[src/design/vpw_link_pkg.sv]
// Shared constants and types for the link mode, filter and framing logic
package vpw_link_pkg;

	// ------------------------------------------------------------
	// Clock and timing
	// ------------------------------------------------------------
	localparam int CLK_MHZ = 40;
	localparam int MIN_SYMBOL_US = 64;
	localparam int EOF_US = 280;
	localparam int IDLE_US = 300;
	// Cycle counts derived from the times above
	localparam int MIN_SYMBOL_CYC = MIN_SYMBOL_US * CLK_MHZ;
	localparam int EOF_CYC = EOF_US * CLK_MHZ;
	localparam int IDLE_CYC = IDLE_US * CLK_MHZ;
	localparam int RUN_W = 14;

	// ------------------------------------------------------------
	// Receive filter
	// ------------------------------------------------------------
	localparam logic [3:0] FILT_TOP = 4'hf;
	localparam logic [3:0] FILT_BOTTOM = 4'h0;
	localparam logic [3:0] FILT_RESET = 4'h0;
	localparam logic FILT_OUT_RESET = 1'b0;

	// ------------------------------------------------------------
	// Frame format
	// ------------------------------------------------------------
	localparam logic [3:0] MAX_MSG_BYTES = 4'hc;
	localparam logic [2:0] BYTE_MSB = 3'h7;
	localparam logic [7:0] CRC_INIT = 8'hff;
	localparam logic [7:0] CRC_POLY = 8'h1d;
	localparam int TX_FIFO_DEPTH = 4;
	localparam int TXBYTE_W = 9;

	// ------------------------------------------------------------
	// Types
	// ------------------------------------------------------------
	typedef enum logic [1:0] {
		MODE_RESET, MODE_RUN, MODE_WAIT, MODE_STOP
	} mode_t;

	typedef enum logic [1:0] {SYM_SOF, SYM_BIT, SYM_EOD} symkind_t;

	typedef struct packed {
		logic [7:0] data;
		logic last;
	} txbyte_t;

	typedef struct packed {
		symkind_t kind;
		logic bitVal;
	} sym_t;

endpackage : vpw_link_pkg
[src/design/vpw_link_modes_rx_filter.sv]
// Link mode control, receive noise filter and transmit framer with FIFO
`timescale 1ns/100ps

// ----------------------------------------------------------------
// Small synchronous FIFO
// ----------------------------------------------------------------
module vpw_tx_fifo #(
	parameter int WIDTH = 9,
	parameter int DEPTH = 4
) (
	input wire logic clk_sys,
	input wire logic reset,
	input wire logic [WIDTH-1:0] inData,
	input wire logic inValid,
	output logic inReady,
	output logic [WIDTH-1:0] outData,
	output logic outValid,
	input wire logic outReady
);
	localparam int AW = $clog2(DEPTH);
	logic [WIDTH-1:0] mem [DEPTH];
	logic [AW-1:0] wrPtr_q, wrPtr_d, rdPtr_q, rdPtr_d;
	logic [AW:0] count_q, count_d;
	logic doWrite, doRead;

	// Full and empty come straight from the occupancy count
	assign inReady = (count_q != (AW+1)'(DEPTH));
	assign outValid = (count_q != '0);
	assign outData = mem[rdPtr_q];
	assign doWrite = inValid && inReady;
	assign doRead = outValid && outReady;

	// Pointer and count update
	always_comb begin
		wrPtr_d = wrPtr_q;
		rdPtr_d = rdPtr_q;
		count_d = count_q;
		if (doWrite) begin
			wrPtr_d = (wrPtr_q == AW'(DEPTH-1)) ? '0 : wrPtr_q + 1'b1;
		end
		if (doRead) begin
			rdPtr_d = (rdPtr_q == AW'(DEPTH-1)) ? '0 : rdPtr_q + 1'b1;
		end
		if (doWrite && !doRead) begin
			count_d = count_q + 1'b1;
		end else if (doRead && !doWrite) begin
			count_d = count_q - 1'b1;
		end
	end

	always_ff @(posedge clk_sys) begin
		if (reset) begin
			wrPtr_q <= '0;
			rdPtr_q <= '0;
			count_q <= '0;
		end else begin
			wrPtr_q <= wrPtr_d;
			rdPtr_q <= rdPtr_d;
			count_q <= count_d;
		end
	end

	// Storage has no reset; contents are only read when counted valid
	always_ff @(posedge clk_sys) begin
		if (doWrite) begin
			mem[wrPtr_q] <= inData;
		end
	end
endmodule : vpw_tx_fifo

// Notes on behaviour
// - Any reset forces reset mode; state cleared, outputs held, input ignored.
// - Run mode is entered only after reset has been released.
// - Wait instruction with stop select clear enters wait mode, clocks run.
// - In wait, first passive-to-active edge raises wake interrupt, back to run.
// - In wait, a valid end-of-frame also raises the wake interrupt.
// - Stop instruction, or wait with stop select set, enters stop mode.
// - In stop, bus activity raises wake interrupt and returns to run.
// - Digital loopback ties transmit to receive internally, bus left passive.
// - Analog loopback changes nothing; on exit wait for idle bus.
// - Raw input is sampled each edge; sample steers the next count.
// - Counter counts up on high, down on low, saturating at 0 and 15.
// - Counter at fifteen sets the filtered output to one.
// - Counter at zero clears the filtered output to zero.
// - Output holds until opposite end; delay is 15 to 16 periods (16 to 17 here, counting one cycle behind the sample).
// - Filtered pulses shorter than shortest symbol flag invalid symbol.
// - At most 12 bytes per message, each sent most significant bit first.
// - Each message starts with a start-of-frame symbol excluded from CRC.
// - At least one data byte then the CRC byte, sent MSB to LSB.
module vpw_link_modes_rx_filter #(
	parameter int EOF_CYCLES = vpw_link_pkg::EOF_CYC,
	parameter int IDLE_CYCLES = vpw_link_pkg::IDLE_CYC
) (
	input wire logic clk_sys,
	input wire logic reset,
	input wire logic cpuWaitExec,
	input wire logic cpuStopExec,
	input wire logic waitToStopSelect,
	input wire logic digitalLoopback,
	input wire logic analogLoopback,
	input wire logic linkRxDigitalIn,
	output logic linkTxDigitalOut,
	input wire logic encTxLevel,
	input wire vpw_link_pkg::txbyte_t txIn,
	input wire logic txInValid,
	output logic txInReady,
	output vpw_link_pkg::sym_t txSym,
	output logic txSymValid,
	input wire logic txSymReady,
	output logic rxFiltered,
	output logic invalidSymbol,
	output logic eofDetected,
	output logic wakeIrq,
	output logic clocksHalted,
	output logic linkReady,
	output vpw_link_pkg::mode_t modeState
);
	import vpw_link_pkg::*;

	// Serial CRC step, one bit at a time, MSB first
	function automatic logic [7:0] crcStep(input logic [7:0] c,
			input logic b);
		logic fb;
		fb = c[7] ^ b;
		crcStep = {c[6:0], 1'b0} ^ (fb ? CRC_POLY : 8'h00);
	endfunction : crcStep

	// ------------------------------------------------------------
	// Receive filter
	// ------------------------------------------------------------
	logic sample_q, sample_d;
	logic [3:0] filt_q, filt_d;
	logic out_q, out_d;
	logic rxSource;

	// Digital loopback takes our own transmit level instead of the pin
	assign rxSource = digitalLoopback ? encTxLevel : linkRxDigitalIn;

	// Counting is one cycle behind the sample, standing in for the
	// half-cycle offset; frozen while the internal clocks are halted
	always_comb begin
		sample_d = rxSource;
		filt_d = filt_q;
		out_d = out_q;
		if (modeState != MODE_STOP) begin
			if (sample_q && filt_q != FILT_TOP) begin
				filt_d = filt_q + 4'h1;
			end else if (!sample_q && filt_q != FILT_BOTTOM) begin
				filt_d = filt_q - 4'h1;
			end
			if (filt_q == FILT_TOP) begin
				out_d = 1'b1;
			end else if (filt_q == FILT_BOTTOM) begin
				out_d = 1'b0;
			end
		end
	end

	always_ff @(posedge clk_sys) begin
		if (reset) begin
			sample_q <= 1'b0;
			filt_q <= FILT_RESET;
			out_q <= FILT_OUT_RESET;
		end else begin
			sample_q <= sample_d;
			filt_q <= filt_d;
			out_q <= out_d;
		end
	end

	assign rxFiltered = out_q;

	// ------------------------------------------------------------
	// Run length, invalid symbol, end of frame and idle tracking
	// ------------------------------------------------------------
	logic [RUN_W-1:0] run_q, run_d;
	logic prevOut_q, prevOut_d;
	logic frame_q, frame_d;
	logic inval_q, inval_d;
	logic eof_q, eof_d;
	logic idleWait_q, idleWait_d;
	logic [RUN_W-1:0] idleCnt_q, idleCnt_d;
	logic aloopPrev_q, aloopPrev_d;
	logic edgeSeen, riseSeen;

	assign edgeSeen = out_q != prevOut_q;
	assign riseSeen = out_q && !prevOut_q;

	// One counter serves invalid symbol and end of frame: it measures the level since the last edge
	always_comb begin
		prevOut_d = out_q;
		aloopPrev_d = analogLoopback;
		run_d = run_q;
		frame_d = frame_q;
		inval_d = 1'b0;
		eof_d = 1'b0;
		idleWait_d = idleWait_q;
		idleCnt_d = '0;
		if (edgeSeen) begin
			run_d = '0;
			if (run_q < RUN_W'(MIN_SYMBOL_CYC)) begin
				inval_d = 1'b1;
			end
		end else if (run_q != RUN_W'(IDLE_CYCLES)) begin
			run_d = run_q + 1'b1;
		end
		if (out_q) begin
			frame_d = 1'b1;
		end else if (frame_q && run_q == RUN_W'(EOF_CYCLES - 1)) begin
			frame_d = 1'b0;
			eof_d = 1'b1;
		end
		// Leaving analog loopback blocks the link until a fresh idle
		// period has passed; time spent looped back does not count
		if (aloopPrev_q && !analogLoopback) begin
			idleWait_d = 1'b1;
		end else if (idleWait_q && idleCnt_q == RUN_W'(IDLE_CYCLES)) begin
			idleWait_d = 1'b0;
		end else if (idleWait_q && !out_q) begin
			idleCnt_d = idleCnt_q + 1'b1;
		end
	end

	always_ff @(posedge clk_sys) begin
		if (reset) begin
			run_q <= '0;
			prevOut_q <= FILT_OUT_RESET;
			frame_q <= 1'b0;
			inval_q <= 1'b0;
			eof_q <= 1'b0;
			idleWait_q <= 1'b0;
			idleCnt_q <= '0;
			aloopPrev_q <= 1'b0;
		end else begin
			run_q <= run_d;
			prevOut_q <= prevOut_d;
			frame_q <= frame_d;
			inval_q <= inval_d;
			eof_q <= eof_d;
			idleWait_q <= idleWait_d;
			idleCnt_q <= idleCnt_d;
			aloopPrev_q <= aloopPrev_d;
		end
	end

	assign invalidSymbol = inval_q;
	assign eofDetected = eof_q;

	// ------------------------------------------------------------
	// Operating mode
	// ------------------------------------------------------------
	mode_t mode_q, mode_d;
	logic irq_q, irq_d;
	logic txOut_q, txOut_d;

	// Wake sources: a filtered rising edge or end of frame in wait;
	// raw receive source in stop (pin, or own transmit in digital loopback) since the filter is frozen there
	always_comb begin
		mode_d = mode_q;
		irq_d = 1'b0;
		unique case (mode_q)
			MODE_RESET: mode_d = MODE_RUN;
			MODE_RUN: begin
				if (cpuStopExec || (cpuWaitExec && waitToStopSelect)) begin
					mode_d = MODE_STOP;
				end else if (cpuWaitExec) begin
					mode_d = MODE_WAIT;
				end
			end
			MODE_WAIT: begin
				if (riseSeen || eof_q) begin
					irq_d = 1'b1;
					mode_d = MODE_RUN;
				end
			end
			MODE_STOP: begin
				if (rxSource) begin
					irq_d = 1'b1;
					mode_d = MODE_RUN;
				end
			end
		endcase
		// Digital loopback keeps the pin passive
		txOut_d = digitalLoopback ? 1'b0 : encTxLevel;
	end

	always_ff @(posedge clk_sys) begin
		if (reset) begin
			mode_q <= MODE_RESET;
			irq_q <= 1'b0;
			txOut_q <= 1'b0;
		end else begin
			mode_q <= mode_d;
			irq_q <= irq_d;
			txOut_q <= txOut_d;
		end
	end

	assign modeState = mode_q;
	assign wakeIrq = irq_q;
	assign clocksHalted = (mode_q == MODE_STOP);
	assign linkTxDigitalOut = txOut_q;
	// A new frame only starts in run mode outside the idle wait; the host drains it first
	assign linkReady = (mode_q == MODE_RUN) && !idleWait_q;

	// ------------------------------------------------------------
	// Transmit byte FIFO
	// ------------------------------------------------------------
	txbyte_t fifoOut;
	logic fifoValid, fifoPop;

	vpw_tx_fifo #(
		.WIDTH(TXBYTE_W),
		.DEPTH(TX_FIFO_DEPTH)
	) vpw_tx_fifo_i (
		.clk_sys(clk_sys),
		.reset(reset),
		.inData(txIn),
		.inValid(txInValid),
		.inReady(txInReady),
		.outData(fifoOut),
		.outValid(fifoValid),
		.outReady(fifoPop)
	);

	// ------------------------------------------------------------
	// Transmit framer
	// ------------------------------------------------------------
	typedef enum logic [2:0] {
		TX_IDLE, TX_DATA, TX_SHIFT, TX_CRC, TX_EOD
	} txstate_t;
	txstate_t tx_q, tx_d;
	logic [7:0] byte_q, byte_d, crc_q, crc_d, crcNext;
	logic [2:0] bit_q, bit_d;
	logic [3:0] cnt_q, cnt_d;
	logic last_q, last_d;
	sym_t sym_q, sym_d;
	logic symV_q, symV_d;
	logic slotFree;

	// A symbol slot is free when nothing is held or it is being taken
	assign slotFree = !symV_q || txSymReady;
	assign crcNext = crcStep(crc_q, byte_q[bit_q]);

	always_comb begin
		tx_d = tx_q;
		byte_d = byte_q;
		crc_d = crc_q;
		bit_d = bit_q;
		cnt_d = cnt_q;
		last_d = last_q;
		sym_d = sym_q;
		symV_d = symV_q && !txSymReady;
		fifoPop = 1'b0;
		if (slotFree) begin
			unique case (tx_q)
				TX_IDLE: begin
					if (fifoValid && linkReady) begin
						sym_d = '{kind: SYM_SOF, bitVal: 1'b0};
						symV_d = 1'b1;
						crc_d = CRC_INIT;
						cnt_d = 4'h0;
						tx_d = TX_DATA;
					end
				end
				TX_DATA: begin
					// An empty FIFO mid-frame stalls the framer
					if (fifoValid) begin
						fifoPop = 1'b1;
						byte_d = fifoOut.data;
						// Byte count includes the CRC byte
						last_d = fifoOut.last ||
							(cnt_q == MAX_MSG_BYTES - 4'h2);
						bit_d = BYTE_MSB;
						tx_d = TX_SHIFT;
					end
				end
				TX_SHIFT: begin
					sym_d = '{kind: SYM_BIT, bitVal: byte_q[bit_q]};
					symV_d = 1'b1;
					crc_d = crcNext;
					bit_d = bit_q - 3'h1;
					if (bit_q == 3'h0) begin
						cnt_d = cnt_q + 4'h1;
						if (last_q) begin
							byte_d = ~crcNext;
							bit_d = BYTE_MSB;
							tx_d = TX_CRC;
						end else begin
							tx_d = TX_DATA;
						end
					end
				end
				TX_CRC: begin
					sym_d = '{kind: SYM_BIT, bitVal: byte_q[bit_q]};
					symV_d = 1'b1;
					bit_d = bit_q - 3'h1;
					if (bit_q == 3'h0) begin
						tx_d = TX_EOD;
					end
				end
				TX_EOD: begin
					sym_d = '{kind: SYM_EOD, bitVal: 1'b0};
					symV_d = 1'b1;
					tx_d = TX_IDLE;
				end
				default: tx_d = TX_IDLE;
			endcase
		end
	end

	always_ff @(posedge clk_sys) begin
		if (reset) begin
			tx_q <= TX_IDLE;
			byte_q <= 8'h00;
			crc_q <= CRC_INIT;
			bit_q <= BYTE_MSB;
			cnt_q <= 4'h0;
			last_q <= 1'b0;
			sym_q <= '{kind: SYM_SOF, bitVal: 1'b0};
			symV_q <= 1'b0;
		end else begin
			tx_q <= tx_d;
			byte_q <= byte_d;
			crc_q <= crc_d;
			bit_q <= bit_d;
			cnt_q <= cnt_d;
			last_q <= last_d;
			sym_q <= sym_d;
			symV_q <= symV_d;
		end
	end

	assign txSym = sym_q;
	assign txSymValid = symV_q;
endmodule : vpw_link_modes_rx_filter

[config.mk]
export PLATFORM = sky130hd
export DESIGN_NAME = vpw_link_modes_rx_filter
export DESIGN_NICKNAME = d
export VERILOG_FILES = /design/src/design/vpw_link_pkg.sv /design/src/design/vpw_link_modes_rx_filter.sv
export SDC_FILE = /design/constraint.sdc
export NUM_CORES = 1
export LEC_CHECK = 0
export BUFFER_PORTS_ARGS = -buffer_cell sky130_fd_sc_hd__buf_2
export CAP_MARGIN = 20
export CORE_ASPECT_RATIO = 0.75
export CORE_UTILIZATION = 36
export CTS_CLUSTER_SIZE = 16
export DETAILED_ROUTE_END_ITERATION = 10
export PLACE_DENSITY_LB_ADDON = 0.05
export SLEW_MARGIN = 20
export SYNTH_ARGS = -nofsm -noshare
export SYNTH_HDL_FRONTEND = slang
export SYNTH_SLANG_ARGS = --single-unit
[constraint.sdc]
create_clock -name clk_sys -period 6.7 [get_ports clk_sys]
set_clock_uncertainty 0.2 [all_clocks]
set_input_delay 0.335 -clock clk_sys [delete_from_list [all_inputs] [get_ports clk_sys]]
set_output_delay 0.335 -clock clk_sys [all_outputs]
set_load 0.02 [all_outputs]
== Word-level counts from Yosys, hierarchy flattened ==
Memory sizes are Yosys's and may differ from the RTL's. A register that Yosys moved wholly into a read port is not among the register bits.
Cells that the tools add are included.
Widths: inputs -> output; s select.
Storage, ports and cells
  memories kept: 1
  output and inout bits: 14
  logic and storage cells: 187
  input port bits: 20
  flip-flop bits (word level): 82
  bits in writable memories: 36
Cells by class
  muxes and demuxes: 57
  add/subtract/negate cells: 10
  reductions and logical operators: 60
  bitwise operators: 5
  equality and inequality tests: 26
  order comparisons: 2
Memories
  vpw_tx_fifo_i.mem: words 4, width 9, read ports 1, clocked after memory_dff 1, write ports 1, line vpw_link_modes_rx_filter.sv:21  | logic [WIDTH-1:0] mem [DEPTH];
Operator list (number)
  $mux 8: 4
  $pmux 8 s2: 2
  $mux 3: 10
  $add 14x1->14 const B: 2
  $eq 14x14->1 const B: 2
  $mux 1: 19
  $mux 2: 9
  $pmux 3 s3: 2
  $mux 4: 4
  $logic_and 1x1->1: 15
  $reduce_and 3->1: 5
  $lt 14x12->1 const B: 1
  $ne 14x14->1 const B: 1
  $ne 2x2->1 const B: 7
  $reduce_bool 2->1: 7
  $pmux 3 s4: 1
  $reduce_and 5->1: 2
  $reduce_or 2->1: 5
  $logic_not 1->1: 9
  $reduce_bool 3->1: 3
  $add 4x1->4 const B: 2
  $eq 2x2->1 const B: 4
  $eq 4x4->1 const B: 2
  $not 8->8: 1
  30 further kinds: 41

== Depth between registers and ports, before layout ==
  word-level depth: 9
  depth in mapped cells: 10
  gate-level depth less buffers: 9

== By module ==
A second synthesis with hierarchy kept.
Unflattened totals
  cell total of the unflattened synthesis: 518
  area, all modules: 5485.3 um2
Modules (own cells, without submodules)
  vpw_link_modes_rx_filter: seq. area each 1501.4 um2, cells each 423, area each 3708.6 um2, instances 1
  vpw_tx_fifo: seq. area each 1261.2 um2, cells each 95, area each 1776.7 um2, instances 1

== Worst setup path after synthesis ==
OpenSTA, ideal clock, no wires.
  path kind: register -> register
  start: register symV_q (netlist: txSymValid)
  end: register vpw_tx_fifo_i.count_q[2]
  path buffers: 1
  library setup time: 0.070 ns
  data arrival time: 2.318 ns
  period minus slack after synthesis: 2.588 ns
  required time: 6.430 ns
  path slack: 4.112 ns
  stages on the path, launching flop included: 11
  cell sequence: dfxtp_1 nor2b_1 clkbuf_1 nor2_1 nand3_1 ha_1 inv_1 fa_1 xor2_1 or3_1 a21oi_1
Between the ends
  cells in the longest elaborated chain, start to end: 7
  elaborated cells on any way between the ends: 9
  those cells by class: 2 x mux; 7 x reduce/logical
Ends and longest elaborated chain
  from (decl): line vpw_link_modes_rx_filter.sv:338  | logic symV_q, symV_d;
  from (signal assigned): line vpw_link_modes_rx_filter.sv:430  | symV_q <= symV_d;
  $logic_not 1->1 *: line vpw_link_modes_rx_filter.sv:342  | assign slotFree = !symV_q || txSymReady;
  $logic_or 1x1->1 *: line vpw_link_modes_rx_filter.sv:342
  $mux 1 *: line vpw_link_modes_rx_filter.sv:355  | if (slotFree) begin
  $logic_and 1x1->1 *: line vpw_link_modes_rx_filter.sv:31  | assign doRead = outValid && outReady;
  $logic_not 1->1: line vpw_link_modes_rx_filter.sv:44  | if (doWrite && !doRead) begin
  $logic_and 1x1->1: line vpw_link_modes_rx_filter.sv:44
  $mux 3 / $reduce_bool 2->1 (equally long branches)
  to (signal assigned): line vpw_link_modes_rx_filter.sv:59  | count_q <= count_d;
  to (decl): line vpw_link_modes_rx_filter.sv:23  | logic [AW:0] count_q, count_d;
Every way passes the cells marked *; elsewhere a longest branch is shown, timed or not.
A chain may end at the register's enable or synchronous reset.

== Worst setup path after layout ==
Ends and elaborated chain as after synthesis.

==> results.sh <==
export IMPL_syn_cell_area_um2=5330
export IMPL_root_buffer="clkbuf_16"
export IMPL_start_kind="register"
export IMPL_internal_power_mw=1.58
export IMPL_place_area_um2=5630
export IMPL_grt_max_degree=47
export IMPL_powerDensity_nw_per_um2=354
export IMPL_critPathKind="register to register"
export IMPL_regArea_um2=2760
export IMPL_pre_cts_ws_ps=3770
export IMPL_drv_cap=0
export IMPL_cts_max_level=4
export IMPL_initial_core_util_pct=36.9
export IMPL_cpPeakStageDelay_ps=530
export IMPL_numCtsBuffers=17
export IMPL_first_pass_iters=4
export IMPL_final_antenna_net_count=0
export IMPL_yosysSeqAreaShare_pct=51.9
export IMPL_synth_edf_count=36
export IMPL_grt_antenna_before_repair=0
export IMPL_place_hpwl_um=7010
export IMPL_drt_wirelength_per_cell_um=13.9
export IMPL_status="finished clean"
export IMPL_hold_violations=0
export IMPL_cts_reportedPaths_clkPinSlew_ps=60
export IMPL_n_fill_cell=1397
export IMPL_ys_types=55
export IMPL_worstMarginPinSlew_ps=942
export IMPL_fin_area_um2=6380
export IMPL_die_y_um=107
export IMPL_diodes=0
export IMPL_wl_um=10600
export IMPL_rsz0062_at_grt="false"
export IMPL_clock_fmax_mhz=346
export IMPL_min_period_ps=2890
export IMPL_crit_chain="nor2b_1, nor2_1, nand3_1, ha_1, inv_1, fa_1, xor2_1, or3_1, a21oi_1"
export IMPL_cts_path_max_buffers=2
export IMPL_grt_pass1_wl_um=17800
export IMPL_syn_inst=506
export IMPL_slew_viol_final=0
export IMPL_syn_avg_cell_area_um2=10.5
export IMPL_p_total_mw=2.26
export IMPL_p_sw_share_pct=30.1
export IMPL_rows=38
export IMPL_synth_top_area_share_pct=31.6
export IMPL_core_um2=14500
export IMPL_crit_fanout=10
export IMPL_cp_end_kind="register"
export IMPL_yosysWarnings=0
export IMPL_seqPwrFrac_pct=40.3
export IMPL_crit_start="txSymValid$_SDFF_PP0_"
export IMPL_fin_ws_ps=3810
export IMPL_p_comb_share_pct=18.3
export IMPL_leakagePower_nw=2.37
export IMPL_drt_iter0_drc=171
export IMPL_postLayoutCoreUtil_pct=44.1
export IMPL_worst_path_max_delay_cell="nor2b_1"
export IMPL_insertion_delay_ps=420
export IMPL_cts_tree="done"
export IMPL_layout_commonest_cell="dfxtp_1"
export IMPL_hold_path_class="input port to register"
export IMPL_drive_gt1_share_pct=14.8
export IMPL_area_growth_pct=19.7
export IMPL_place_congestion=0.757
export IMPL_multi_input_area_um2=2380
export IMPL_cts_resized_gates=0
export IMPL_fin_crit_sh_pct=43.1
export IMPL_setup_tns_ps=0
export IMPL_critical_path_arrival_ps=3030
export IMPL_ys_ff_latch=120
export IMPL_die_area_um2=15300
export IMPL_rr_startpoint="txSymValid$_SDFF_PP0_"
export IMPL_vdd_drop_max_mv=0.170
export IMPL_synth_nets=545
export IMPL_async_flop_share_pct=0
export IMPL_clkPwrFrac_pct=41.4
export IMPL_cp_data_required_time_ps=6840
export IMPL_pin_count=34
export IMPL_die_w_um=142
export IMPL_place_port_buffers=33
export IMPL_finalSetupViolCount=0
export IMPL_yosys_area_top_type="dfxtp_1"
export IMPL_overflow=0
export IMPL_grtUsageTotal_pct=15.3
export IMPL_min_delay_start="encTxLevel"
export IMPL_cts_sinks=120
export IMPL_p_switching_uw=679
export IMPL_num_nets_final=588
export IMPL_slew_headroom_pct=37.2
export IMPL_final_cell_mix="dfxtp_1, nor2_1, nand2_1, edfxtp_1, buf_2"
export IMPL_grt_pass1_vias=3572
export IMPL_synth_area_leaders="dfxtp_1, edfxtp_1, nor2_1"
export IMPL_postCtsSetupRepairBufs=0
export IMPL_synth_ff_type="dfxtp_1"
export IMPL_drcViolationCount=0
export IMPL_ctsHoldBuffers=14
export IMPL_num_vias=3667
export IMPL_via_per_inst=4.81
## metrics by stage
stage | cells | hold slack [ps]
2_1_floorplan | 506 | 211
3_3_place_gp | 716 | 262
3_5_place_dp | 716 | 273
4_1_cts | 762 | 1.94
5_1_grt | 762 | 49.4
6_report | 762 | 23.2
## path summary, 6_finish.rpt
check / to / slack, ps / cells after the start
setup / recovery: vpw_tx_fifo_i.count_q[2]$_SDFFE_PP0P_ / 3810 / 9
hold reg to reg: idleWait_q$_SDFFE_PP0P_ / 280 / 2
hold / removal: sample_q$_SDFF_PP0_ / 20 / 3
setup reg to reg: vpw_tx_fifo_i.count_q[2]$_SDFFE_PP0P_ / 3810 / 9
## cells by family (layout without fill, tap and decap cells)
group | count (synthesis) | in the layout | share of synthesized area [%]
muxes | 21 | 21 | 6.93
buffers and inverters | 44 | 100 | 3.50
adders and majority gates | 19 | 19 | 4.75
DFF | 120 | 120 | 51.9
and+or+nand+nor | 193 | 193 | 18.6
xor gates and xnor gates | 34 | 34 | 5.73
AOI/OAI and AO/OA | 75 | 75 | 8.64
## sequential cells by signal, summed over array words and instances, names as in the netlist, 2 cells and up, named ones only
register,flops
crc_q,8
run_q,14
vpw_tx_fifo_i.rdPtr_q,2
bit_q,3
idleCnt_q,14
modeState,2
tx_q,3
byte_q,8
vpw_tx_fifo_i.wrPtr_q,2
vpw_tx_fifo_i.mem,36
txSym,3
vpw_tx_fifo_i.count_q,3
cnt_q,4
filt_q,4
## layout make-up
type | count | share of cell area, %
Inverter | 21 | 1.24
Multi-Input combinational cell | 342 | 37.3
Sequential cell | 120 | 43.3
Clock buffer | 17 | 6.67
Tap cell | 200 | 3.92
Clock inverter | 15 | 2.77
Timing Repair Buffer | 47 | 4.79
## synthesized netlist by cell type, types with 8 or more instances
library cell and number:
inv_1 21, nand4_1 10, mux2i_1 8, or3_1 10, xor2_1 19, dfxtp_1 84
edfxtp_1 36, xnor2_1 14, o21ai_0 17, clkbuf_1 12, nor3_1 10, nor2_1 61
buf_2 8, mux4_2 9, and3_1 11, nand3_1 16, ha_1 17, a21oi_1 29
nand2_1 36
## power groups by stage
stage,clock network [mW],registers (mW),logic [mW]
finish,0.935,0.910,0.414
global route,0.986,0.925,0.471
CTS,0.960,0.910,0.419
detailed placement,0,0.926,0.409
global placement,0,0.923,0.403
floorplan,0,0.899,0.348
## per-layer routing
metal  vias up  part of all wire [%]  global-route usage, %  wire, um
met4         0                  0.82                   6.45        87
met1      1726                    51                   19.8      5340
met5         -                     0                      0         0
li1       1885                     -                      -         -
met2        49                    46                   24.2      4810
met3         7                   3.0                   3.78       315
## critical path: cells and delay by family (launching register included)
kind | cells | cell delay [ps]
AO/OA/AOI/OAI | 1 | 140
XOR/XNOR | 1 | 180
adder cells (fa/ha/maj) | 2 | 600
buffers and inverters | 1 | 60
flip-flops | 1 | 340
AND/OR/NAND/NOR | 4 | 1310
Note: power is estimated with default switching activity, not from simulation.
